<file path="src/core/motion_link_pkg.sv">
package motion_link_pkg;

  // ----------------------------------------------------------------
  // Frame geometry
  // ----------------------------------------------------------------
  localparam logic [3:0] SERIAL_FRAME_LEN = 4'h9;
  localparam logic [3:0] CAN_FRAME_LEN    = 4'h7;
  localparam logic [3:0] CHECKSUM_INDEX   = 4'h8;
  localparam logic [3:0] SERIAL_BODY_BASE = 4'h1;
  localparam logic [3:0] CAN_BODY_BASE    = 4'h0;

  // ----------------------------------------------------------------
  // Status codes
  // ----------------------------------------------------------------
  localparam logic [7:0] STATUS_OK            = 8'h64;
  localparam logic [7:0] STATUS_STORED        = 8'h65;
  localparam logic [7:0] STATUS_BAD_CHECKSUM  = 8'h01;
  localparam logic [7:0] STATUS_BAD_COMMAND   = 8'h02;
  localparam logic [7:0] STATUS_BAD_TYPE      = 8'h03;
  localparam logic [7:0] STATUS_BAD_VALUE     = 8'h04;
  localparam logic [7:0] STATUS_CONFIG_LOCKED = 8'h05;
  localparam logic [7:0] STATUS_UNAVAILABLE   = 8'h06;

  // ----------------------------------------------------------------
  // Timing
  // ----------------------------------------------------------------
  localparam int CLOCK_PERIOD_NS = 10;
  localparam int IDLE_GAP_NS     = 10000;
  // Least time, so round up
  localparam int IDLE_GAP_CYCLES = (IDLE_GAP_NS + CLOCK_PERIOD_NS - 1) / CLOCK_PERIOD_NS;

  // ----------------------------------------------------------------
  // Carriers and state
  // ----------------------------------------------------------------
  typedef struct packed {
    logic [7:0]  opcode;
    logic [7:0]  kind;
    logic [7:0]  selector;
    logic [31:0] value;
  } command_t;

  typedef struct packed {
    logic [7:0]  status;
    logic [31:0] value;
  } result_t;

  typedef enum logic [1:0] {LINK_RECEIVE, LINK_EXECUTE, LINK_REPLY} link_state_t;

  typedef struct packed {
    link_state_t      linkState;
    logic             serialFrame;
    logic             addrMatch;
    logic [3:0]       rxCount;
    logic [8:0][7:0]  rxBytes;
    logic [7:0]       rxSum;
    logic [15:0]      gapCount;
    logic             cmdPulse;
    command_t         cmd;
    logic [8:0][7:0]  txBytes;
    logic [3:0]       txCount;
    logic [3:0]       txLen;
    logic [7:0]       replyStatus;
  } link_regs_t;

  localparam link_regs_t LINK_RESET = '0;

endpackage

</file>
<file path="src/core/motion_command_frame_link.sv">
`timescale 1ns/1ps

// Summary of operation
// - Command body: opcode, type, selector, then 32-bit value, most significant byte first.
// - Serial links wrap the body with address in front and checksum behind.
// - Command checksum is the 8-bit sum of the eight preceding bytes.
// - Serial reply: reply address, module address, status, opcode, value, checksum.
// - Reply checksum is the wrapping 8-bit sum of all other reply bytes.
// - Status 100 means executed, 101 means stored in program memory.
// - Error statuses 1 to 6: checksum, command, type, value, locked, unavailable.
// - CAN command is the bare seven-byte body; identifier acts as address.
// - CAN reply drops reply address and checksum; identifier is reply address.
// - Bus is driven only while sending a reply to a received command.
// - Exactly one reply per accepted command, sent after processing completes.
module motion_command_frame_link
  import motion_link_pkg::*;
#(
  parameter int GapCycles = IDLE_GAP_CYCLES
) (
  input  wire logic                        clock,
  input  wire logic                        rst,
  input  wire logic                        clockEnable,
  input  wire logic                        canMode,
  input  wire logic [7:0]                  moduleAddress,
  input  wire logic [7:0]                  replyAddress,
  input  wire logic                        rxValid,
  input  wire logic [7:0]                  rxData,
  output logic                             cmdValid,
  output motion_link_pkg::command_t        cmd,
  input  wire logic                        resultValid,
  input  wire motion_link_pkg::result_t    result,
  output logic                             txValid,
  output logic [7:0]                       txData,
  output logic                             txLast,
  input  wire logic                        txReady,
  output logic                             txDriveEnable
);
  import motion_link_pkg::*;

  // ----------------------------------------------------------------
  // Helpers
  // ----------------------------------------------------------------
  function automatic logic [8:0][7:0] buildReply(input logic        serial,
                                                 input logic [7:0]  ra,
                                                 input logic [7:0]  ma,
                                                 input logic [7:0]  st,
                                                 input logic [7:0]  op,
                                                 input logic [31:0] v);
    logic [8:0][7:0] r;
    logic [7:0]      sum;
    r = '0;
    sum = ra + ma;
    sum = sum + st;
    sum = sum + op;
    sum = sum + v[31:24];
    sum = sum + v[23:16];
    sum = sum + v[15:8];
    sum = sum + v[7:0];
    if (serial) begin
      r[0] = ra;
      r[1] = ma;
      r[2] = st;
      r[3] = op;
      r[4] = v[31:24];
      r[5] = v[23:16];
      r[6] = v[15:8];
      r[7] = v[7:0];
      r[8] = sum;
    end else begin
      // Frame identifier doubles as reply address; the link layer guards integrity
      r[0] = ma;
      r[1] = st;
      r[2] = op;
      r[3] = v[31:24];
      r[4] = v[23:16];
      r[5] = v[15:8];
      r[6] = v[7:0];
    end
    return r;
  endfunction

  function automatic command_t frameCommand(input logic [8:0][7:0] b, input logic serial);
    logic [3:0] base;
    command_t   c;
    base = serial ? SERIAL_BODY_BASE : CAN_BODY_BASE;
    c.opcode   = b[base];
    c.kind     = b[4'(base + 4'h1)];
    c.selector = b[4'(base + 4'h2)];
    c.value    = {b[4'(base + 4'h3)], b[4'(base + 4'h4)], b[4'(base + 4'h5)], b[4'(base + 4'h6)]};
    return c;
  endfunction

  // ----------------------------------------------------------------
  // State
  // ----------------------------------------------------------------
  link_regs_t s_reg;
  link_regs_t s_next;

  always_comb begin
    logic [3:0] frameLen;
    frameLen = '0;
    s_next = s_reg;
    s_next.cmdPulse = 1'b0;
    case (s_reg.linkState)
      LINK_RECEIVE: begin
        // Bytes arriving outside this state are ignored: the host must wait for the reply
        if (rxValid) begin
          if (s_reg.rxCount == 4'h0) begin
            s_next.serialFrame = !canMode;
            s_next.rxSum       = '0;
            s_next.addrMatch   = 1'b1;
          end
          s_next.gapCount = '0;
          s_next.rxBytes[s_reg.rxCount] = rxData;
          if (s_next.serialFrame && s_reg.rxCount == 4'h0 && rxData != moduleAddress) begin
            s_next.addrMatch = 1'b0;
          end
          if (s_reg.rxCount < CHECKSUM_INDEX) begin
            s_next.rxSum = s_next.rxSum + rxData;
          end
          frameLen = s_next.serialFrame ? SERIAL_FRAME_LEN : CAN_FRAME_LEN;
          if (s_reg.rxCount == 4'(frameLen - 4'h1)) begin
            s_next.rxCount = '0;
            if (!s_next.addrMatch) begin
              s_next.linkState = LINK_RECEIVE;
            end else if (s_next.serialFrame && rxData != s_reg.rxSum) begin
              // Nothing executes on a corrupt frame, the reply reports it at once
              s_next.replyStatus = STATUS_BAD_CHECKSUM;
              s_next.txBytes     = buildReply(1'b1, replyAddress, moduleAddress, STATUS_BAD_CHECKSUM,
                                              s_reg.rxBytes[1], 32'h0000_0000);
              s_next.txLen       = SERIAL_FRAME_LEN;
              s_next.txCount     = '0;
              s_next.linkState   = LINK_REPLY;
            end else begin
              s_next.cmd       = frameCommand(s_next.rxBytes, s_next.serialFrame);
              s_next.cmdPulse  = 1'b1;
              s_next.linkState = LINK_EXECUTE;
            end
          end else begin
            s_next.rxCount = 4'(s_reg.rxCount + 4'h1);
          end
        end else if (s_reg.rxCount != 4'h0) begin
          // A torn frame would otherwise shift every later frame by its stray bytes
          if (s_reg.gapCount == 16'(GapCycles - 1)) begin
            s_next.rxCount  = '0;
            s_next.gapCount = '0;
          end else begin
            s_next.gapCount = 16'(s_reg.gapCount + 16'h0001);
          end
        end
      end
      LINK_EXECUTE: begin
        // Reply waits for the executor; status 100/101/2..6 come from it
        if (resultValid) begin
          s_next.replyStatus = result.status;
          s_next.txBytes     = buildReply(s_reg.serialFrame, replyAddress, moduleAddress, result.status,
                                          s_reg.cmd.opcode, result.value);
          s_next.txLen       = s_reg.serialFrame ? SERIAL_FRAME_LEN : CAN_FRAME_LEN;
          s_next.txCount     = '0;
          s_next.linkState   = LINK_REPLY;
        end
      end
      LINK_REPLY: begin
        if (txReady) begin
          s_next.txBytes = {8'h00, s_reg.txBytes[8:1]};
          if (s_reg.txCount == 4'(s_reg.txLen - 4'h1)) begin
            s_next.txCount   = '0;
            s_next.linkState = LINK_RECEIVE;
          end else begin
            s_next.txCount = 4'(s_reg.txCount + 4'h1);
          end
        end
      end
      default: begin
        s_next = LINK_RESET;
      end
    endcase
  end

  always_ff @(posedge clock) begin
    if (rst) begin
      s_reg <= LINK_RESET;
    end else if (clockEnable) begin
      s_reg <= s_next;
    end
  end

  // ----------------------------------------------------------------
  // Outputs
  // ----------------------------------------------------------------
  assign cmdValid      = s_reg.cmdPulse;
  assign cmd           = s_reg.cmd;
  assign txValid       = (s_reg.linkState == LINK_REPLY);
  assign txDriveEnable = (s_reg.linkState == LINK_REPLY);
  assign txData        = s_reg.txBytes[0];
  assign txLast        = txValid && (s_reg.txCount == 4'(s_reg.txLen - 4'h1));

  // ----------------------------------------------------------------
  // Checks
  // ----------------------------------------------------------------
  // Running sum of the bytes already handed out in this reply
  logic [7:0] sentSum;
  logic [3:0] replyCount;

  always_ff @(posedge clock) begin
    if (rst) begin
      sentSum    <= '0;
      replyCount <= '0;
    end else if (clockEnable) begin
      if (s_reg.linkState != LINK_REPLY) begin
        sentSum <= '0;
      end else if (txReady) begin
        sentSum <= sentSum + txData;
      end
      if (s_reg.cmdPulse || (s_reg.linkState == LINK_RECEIVE && s_next.linkState == LINK_REPLY)) begin
        replyCount <= 4'(replyCount + 4'h1);
      end else if (s_reg.linkState == LINK_REPLY && s_next.linkState == LINK_RECEIVE) begin
        replyCount <= 4'(replyCount - 4'h1);
      end
    end
  end
endmodule

</file>
<file path="config.mk">
export PLATFORM = sky130hd
export DESIGN_NAME = motion_command_frame_link
export DESIGN_NICKNAME = d
export VERILOG_FILES = /design/src/core/motion_link_pkg.sv /design/src/core/motion_command_frame_link.sv
export SDC_FILE = /design/constraint.sdc
export NUM_CORES = 1
export LEC_CHECK = 0
export BUFFER_PORTS_ARGS = -buffer_cell sky130_fd_sc_hd__buf_2
export CORE_MARGIN = 4
export CORE_UTILIZATION = 46
export CTS_CLUSTER_DIAMETER = 150
export CTS_CLUSTER_SIZE = 20
export DETAILED_ROUTE_END_ITERATION = 16
export PLACE_DENSITY = 0.76
export SLEW_MARGIN = 20
export SYNTH_ARGS = -nofsm -noshare
export SYNTH_HDL_FRONTEND = slang
export SYNTH_SLANG_ARGS = --single-unit
</file>
<file path="constraint.sdc">
create_clock -name clock -period 5.85 [get_ports clock]
set_input_delay 0 -clock clock [delete_from_list [all_inputs] [get_ports clock]]
set_output_delay 0 -clock clock [all_outputs]
set_load 0.05 [all_outputs]
</file>
# Word level (Yosys, flattened, before mapping)
# Cells that the tools add are included.
# word_totals
regBits	241
in_bits	71
out_inout_bits	68
# op_classes
n_addsub	21
magnitude_cmp	10
n_eq_ne	17
mux	59
bitwise_logic	2
reduce_logical	17
# ops
operator	n
$mux W145	3
$pmux W159 S2	1
$pmux W76 S3	1
$bmux W8 S4	7
$mux W88	2
$mux W8	12
$mux W80	1
$mux W76	1
$add A8 B8 Y8	9
$bwmux W72	1
$mux W16	4
$mux W57	1
$mux W56	1
$pmux W12 S3	1
$demux W8 S4	1
$mux W4	8
$lt A4 B5 Y1 const B	4
$mux W2	9
$add A16 B1 Y16 const B	1
$eq A16 B10 Y1 const B	1
$ne A8 B8 Y1	2
$reduce_and A7 Y1	2
$add A1 B3 Y4 const B	3
$reduce_and A6 Y1	2
other kinds (27)	48

# Depth between registers and ports, before layout
# Gate-level depths: netlist of the first run.
# depth
ltp_word	13
mapped_depth	18
mapped_depth_nobuf	18

# Worst setup path after synthesis of the first run
# OpenSTA, ideal clock, no wires.
# synth_timing
path_kind	register to register
from	register s_reg, in the netlist cmd[50]
to	register s_reg[87] (netlist name)
t_arrival_ps	4275
setup_slack_ps	1437
path_stages_with_launch	17
n_path_buf	0
cell_sequence	dfxtp_1 inv_1 fa_1 inv_1 fa_1 fa_1 inv_1 fa_1 inv_1 fa_1 a211oi_1 o21bai_1 a21oi_1 xnor2_1 or3_1 nand4b_1 a31oi_1
# synth_between
elab_chain_len	8
# synth_rtl
item	line	rtl
start, declared	motion_command_frame_link.sv:96	link_regs_t s_reg;
start signal, assigned	motion_command_frame_link.sv:184	s_reg <= s_next;
$add A8 B8 Y8	motion_command_frame_link.sv:54	sum = sum + op;
$add A8 B8 Y8	motion_command_frame_link.sv:55	sum = sum + v[31:24];
$add A8 B8 Y8	motion_command_frame_link.sv:56	sum = sum + v[23:16];
$add A8 B8 Y8	motion_command_frame_link.sv:57	sum = sum + v[15:8];
$add A8 B8 Y8	motion_command_frame_link.sv:58	sum = sum + v[7:0];
$mux W16	motion_command_frame_link.sv:59	if (serial) begin
$mux W88	motion_command_frame_link.sv:154	if (resultValid) begin
$pmux W76 S3	motion_command_frame_link.sv:104	case (s_reg.linkState)
# No other way between the ends. The select of a mux whose other input is x is not followed.
# A chain may end at the register's enable or synchronous reset.

# Worst setup path in the final report of the first run
# Ends and elaborated chain as after synthesis.

==> summary.txt, run 1 <==
Net Sw Frac: 29.9%
first-pass GRT wire length: 61.9 mm
Worst-path clk slew: 0.09 ns
Via Count: 12400
Gate power share: 23.6%
RSZ-0062 raised after global routing: no
Placement Rows: 62
Worst Path Required: 6.19 ns
Tot GR Track Use: 22.5%
CTS root buffer: clkbuf_16
register area share after synthesis: 33.8%
Synth Warn #: 0
DRT iter0 DRCs: 1297
FILL cells: 2822
status: complete, no violations
net load switching power: 1.02 mW
die height: 181 um
period utilisation layout: 81.1%
die area: 0.0327 mm2
CTS Buf Count: 15
Tmin final: 4.75 ns
Reg area: 0.00465 mm2
hold_sp: result[4]
CP Launch Type: register
vias per inst: 6.05
Post-CTS Resized: 0
worst-margin pin slew: 0.972 ns
final-report hold violation count: 0
Setup CP Type: reg2reg
fmax: 211 MHz
number of diodes: 0
Post-Synthesis Cells: 1665
net count reported at finish: 1810
multi-input logic area: 0.00779 mm2
max reg flops: 167
Max Cap Viol: 0
pre-CTS setup slack: 1.12 ns
Power Total: 3.42 mW
reg2reg start: cmd[50]
Synth Flop Type: dfxtp_1
area share of the largest cell type after synthesis: 33.8%
Worst-Skew Late Latency: 0.50 ns
first drt pass iteration count: 7
Core Box Area: 0.0291 mm2
Layout area overhead: 6.42%
worst vdd ir: 0.169 mV
Worst Skew: 0.0207 ns
port bufs: 138
sequential fraction of design power: 46.6%
mapped cell area: 0.0137 mm2
Synth cell types: 63
largest area contributor in the netlist: dfxtp_1
Critical Path Start: cmd[50]
Leak Pwr: 5.70 nW
DRC viols: 0
post-CTS setup buffers: 0
max-slew violation count: 0
clk buf depth: 3
fraction of layout cells with a size suffix above 1: 12.8%
Hold Crit Class: in2reg
CTS tree: done
H-Tree Depth: 1
Mapped Nets: 1813
synthesis-stage register bit count: 232
CP endpoint kind: register
syn_area_per_cell: 8.24 um2
Ports: 139
Post-CTS Hold Buffers: 13
Slew HR: 35.0%
initial antenna violation count: 0
Clk network pwr share: 29.8%
Die Span X: 181 um
internal power: 2.40 mW
dpl hpwl: 26.0 mm
arrival time worst endpoint: 5.08 ns
critical path peak fanout: 4
vias in the first global route: 11900
setup ws final: 1.10 ns
ys async rst share: 0%
Post-synth EDFFs: 0
initial core utilization: 47.2%
Hold Worst Slack: 0.0337 ns
largest net degree at the start of global routing: 147
PwrDens: 234 mW/mm2
routability congestion estimate: 0.876
Final setup viols: 0
Final Routed Wirelength: 38.7 mm
Sink Count: 232
total grt overflow: 0
Post-DRT Antenna Nets: 0
TNS Setup: 0 ns
Area contributors post-synth: dfxtp_1 34%, a22oi_1 6.7%, nor2_1 5.6%
drt wl/cell: 18.9 um
==> cells in the final DEF (no fill, tap or decap), types with 4 or more instances in the layout <==
master         count
and2_1             9
mux2_2            22
nor4_1             4
xnor2_1           30
buf_4             10
a21oi_1          148
nand3_1           11
o2111ai_1         58
or3_1             16
nor3_1            70
o21ai_0           34
nor2b_1            9
ha_1              40
o22a_1            56
a22oi_1          123
nand4_1           10
o21ai_1            7
buf_2            137
a21o_1             7
nor2_1           203
o21bai_1           5
a222oi_1          15
inv_1             93
nand2_1          132
dfxtp_1          231
dlygate4sd3_1     14
o21a_1             6
fa_1              35
nand2b_1           6
a211oi_1          14
clkbuf_16         15
nand3b_1           4
xor2_1            31
==> logic make-up (layout without fill, tap and decap cells) <==
family          count (synthesis)  count (layout)  synth area share, %
compound gates                497             497                 25.2
fa+ha+maj                      77              77                 8.94
simple gates                  495             495                 16.2
buf+inv                       276             273                 9.59
flops                         232             232                 33.8
xor+xnor                       62              62                 4.06
mux                            26              26                 2.13
==> layer usage <==
metal,vias to the layer above,wire [um],GRT usage (%)
met1,5939,16600,31.3
met2,491,17900,36.3
li1,5870,-,-
met5,-,0,0
met3,87,2910,2.92
met4,0,1250,7.35
==> area by class of cell <==
cell class / instances / share of cell area (%)
inverter: 93 / 2.39
clock inverter: 2 / 0.120
multi-input combinational: 1157 / 53.4
sequential: 232 / 31.8
clock buffer: 15 / 2.57
tap: 384 / 3.29
timing repair buffer: 163 / 6.43
==> worst paths after layout <==
path,endpoint,slack (ns),depth (start not counted)
worst min-delay path,s_reg[76],0.03,5
worst max register to register,s_reg[87],1.10,16
worst max-delay path,s_reg[87],1.10,16
worst min register to register,cmd[44],0.45,2
==> Yosys cell counts, drive strengths merged, types with 2 or more instances <==
cell     number
xor2         31
and4bb        2
o21ai        44
a21o          8
mux2         23
o21bai        5
and3          2
ha           42
nand2b        7
o21a          6
nor2        203
o22a         56
nor4b         2
nand4b        2
nor3b         2
nand3        11
a31oi         3
buf          91
or3          16
a22oi       123
nor3         72
a21oi       151
nor4          4
nor2b        10
a222oi       15
nand3b        4
a211oi       14
or2           4
dfxtp       232
clkbuf       92
nand2       132
o22ai         2
inv          93
xnor2        30
o2111ai      58
fa           35
a32oi         3
mux2i         3
and2          9
nand4        10
==> metrics by stage <==
step / utilization [%] / area [um2] / std cells
2_1_floorplan: - / 13700 / 1665
4_1_cts: 50.0 / 14600 / 2044
3_5_place_dp: 48.2 / 14000 / 2014
6_report: 50.2 / 14600 / 2046
5_1_grt: 50.2 / 14600 / 2046
3_3_place_gp: 48.2 / 14000 / 2014
==> critical path, cell delays in order, from the launching register on <==
cell and delay (ns):
dfxtp_1 0.37, inv_1 0.08, fa_1 0.53, inv_1 0.06, fa_1 0.52, fa_1 0.55
inv_1 0.05, fa_1 0.54, inv_1 0.07, fa_1 0.48, a211oi_1 0.34, o21bai_1 0.12
a21oi_1 0.23, xnor2_1 0.12, or3_1 0.37, nand4b_1 0.10, a31oi_1 0.09
==> power by group through the flow <==
stage	Sequential [mW]	Combinational [mW]	Clock [mW]
2_1_floorplan	1.63	0.608	0
3_5_place_dp	1.63	0.789	0
3_3_place_gp	1.63	0.766	0
6_report	1.59	0.807	1.02
5_1_grt	1.59	0.906	1.10
4_1_cts	1.59	0.801	1.03
(Power assumes the default switching activity.)
==> inputs of run 2 (changes only) <==
PLACE_DENSITY = 0.78   (was 0.76)
clock period = 3.99 ns   (was 5.85 ns; I/O delays follow)
==> run 2 against run 1 <==
  * The run now ends with setup timing left
  * Setup slack lost 1.3 ns
  * Routed wire length is 1.2% higher
  * Global-route usage increased by 0.23 points
  * Largest cell class unchanged
==> summary.txt, run 2 (synthesis gave the netlist of run 1 again) <==
FILL cells: 2719 (-3.6%)
Final Routed Wirelength: 39.2 mm (+1.2%)
CTS root buffer: clkbuf_16
Worst Path Required: 4.32 ns (-1.87 ns)
Setup CP Type: reg2reg
Placement Rows: 62 (unchanged)
failing checks: setup timing
reg2reg start: cmd[50]
Critical Path Start: cmd[50]
CTS tree: done
dpl hpwl: 26.8 mm (+3.0%)
hold_sp: rst
PwrDens: 359 mW/mm2 (+53%)
Core Box Area: 0.0291 mm2 (unchanged)
CP endpoint kind: register
vias per inst: 6.05 (about the same)
Slew HR: 32.4% (-2.7 points)
Tot GR Track Use: 22.7% (+0.23 points)
total grt overflow: 0 (unchanged)
CP max stage cell: fa_1
DRT iter0 DRCs: 1317 (+1.5%)
Leak Pwr: 5.83 nW (+2.3%)
max reg flops: 167 (unchanged)
internal power: 3.72 mW (+55%)
final-report hold violation count: 0 (unchanged)
fraction of layout cells with a size suffix above 1: 15.0% (+2.2 points)
die area: 0.0327 mm2 (unchanged)
port bufs: 138 (unchanged)
most common cell after layout, fill and taps aside: dfxtp_1
max-slew violation count: 0 (unchanged)
Gate power share: 28.1% (+4.5 points)
final instance area: 0.0149 mm2 (+1.8%)
Ports: 139 (unchanged)
die height: 181 um (unchanged)
worst-margin pin slew: 1.01 ns (+0.0403 ns)
Net Sw Frac: 30.2% (+0.33 points)
Die Span X: 181 um (unchanged)
routability congestion estimate: 0.898 (+2.5%)
Worst-Skew Late Latency: 0.50 ns (about the same)
status: finished with violations
drt wl/cell: 18.9 um (about the same)
initial core utilization: 47.2% (unchanged)
Top Family by Delay on Critical Path: adder cells
Final Util: 51.1% (+0.89 points)
H-Tree Depth: 1 (unchanged)
Worst Skew: 0.0211 ns (+0.000362 ns)
Buf/Inv on CP: 4 (unchanged)
setup ws final: -0.245 ns (-1.35 ns)
Worst-path clk slew: 0.09 ns (about the same)
vias in the first global route: 11900 (-0.17%)
initial antenna violation count: 1 (+1)
net load switching power: 1.61 mW (+58%)
ordered cell list for the critical path: inv_2, fa_1, inv_2, fa_1, fa_1, inv_1, fa_1, inv_2, fa_2, a211oi_4, o21bai_1, a21oi_1, xnor2_1, or3_1, nand4b_1, a31oi_1
Hold Crit Class: in2reg
DRC viols: 0 (unchanged)
most frequent cells in the layout: 228 x dfxtp_1, 203 x nor2_1, 145 x a21oi_1
net count reported at finish: 1833 (+1.3%)
worst vdd ir: 0.355 mV (+110%)
Clk network pwr share: 28.0% (-1.8 points)
period utilisation layout: 106% (+25 points)
critical path peak fanout: 2 (-2)
Max Cap Viol: 0 (unchanged)
clk buf depth: 3 (unchanged)
Tmin final: 4.24 ns (-0.511 ns)
Via Count: 12500 (+1.1%)
CP Launch Type: register
RSZ-0062 raised after global routing: yes
CTS Buf Count: 15 (unchanged)
Layout area overhead: 8.31%
Sink Count: 232 (unchanged)
fmax: 236 MHz (+12%)
first-pass GRT wire length: 62.5 mm (+1.1%)
largest net degree at the start of global routing: 114 (-22%)
Final setup viols: 4 (+4)
Slowest Stage Delay on Critical Path: 0.54 ns (about the same)
arrival time worst endpoint: 4.56 ns (-0.52 ns)
first drt pass iteration count: 8 (+1)
Power Total: 5.33 mW (+56%)
sequential fraction of design power: 43.9% (-2.7 points)
CP dominant cell by count: fa_1
Post-DRT Antenna Nets: 0 (unchanged)
Post-DP Area: 0.0143 mm2 (+1.7%)
-- run 2: cell count changes in the layout (fill, tap and decap cells not counted), sizes merged --
| cell | change |
|---|---|
| diode | +1 |
| buf | +24 |
| dlygate4sd3 | -1 |
-- run 2: final cells by class --
type                    instances  area, um2  area share [%]
inverters                      93        349            2.35
multi-input cells            1157       7860            52.9
clock buffers                  15        375            2.53
diodes                          1       2.50          0.0168
flip-flops and latches        232       4650            31.3
clock inverters                 2       17.5           0.118
well taps                     384        480            3.23
repair buffers                186       1130            7.59
-- run 2: final timing paths --
kind | to | slack [ns] | depth (start not counted)
setup / recovery | s_reg[87] | -0.25 | 16
setup reg to reg | s_reg[87] | -0.25 | 16
hold reg to reg | cmd[0] | 0.45 | 2
hold / removal | cmd[7] | 0.05 | 2
-- run 2: metrics by stage --
step | hold slack (ns) | instances | worst slack (ns) | TNS [ns]
finish | 0.0500 | 2070 | -0.245 | -0.548
global route | 0.0800 | 2070 | -0.477 | -1.33
CTS | 0.0195 | 2069 | -0.195 | -0.329
detailed placement | 0.368 | 2036 | -0.198 | -0.407
global placement | 0.357 | 2036 | -0.100 | -0.127
floorplan | 0.152 | 1665 | 0.00560 | 0
-- run 2: power by group through the flow --
| stage | Combinational (mW) | Sequential (mW) | Clock, mW |
|---|---|---|---|
| 3_5_place_dp | 1.34 | 2.39 | 0 |
| 5_1_grt | 1.64 | 2.34 | 1.61 |
| 6_report | 1.50 | 2.34 | 1.49 |
| 2_1_floorplan | 0.960 | 2.39 | 0 |
| 4_1_cts | 1.44 | 2.34 | 1.53 |
| 3_3_place_gp | 1.28 | 2.39 | 0 |
-- run 2: what timing repair did --
item / in CTS / in global routing
resized for setup: 3 / 5
endpoints found under the setup margin: 3 / 4
hold endpoints to repair: 13 / 0
hold buffers: 13 / 0
pin swaps: 9 / 22
buffers inserted: 3 / 1
-- run 2: per-layer routing --
| metal | track usage, % | up-vias | wire [um] |
|---|---|---|---|
| li1 | - | 5913 | - |
| met1 | 31.5 | 5929 | 16700 |
| met2 | 36.3 | 580 | 17900 |
| met3 | 2.92 | 106 | 3090 |
| met4 | 8.53 | 0 | 1590 |
| met5 | 0 | - | 0 |
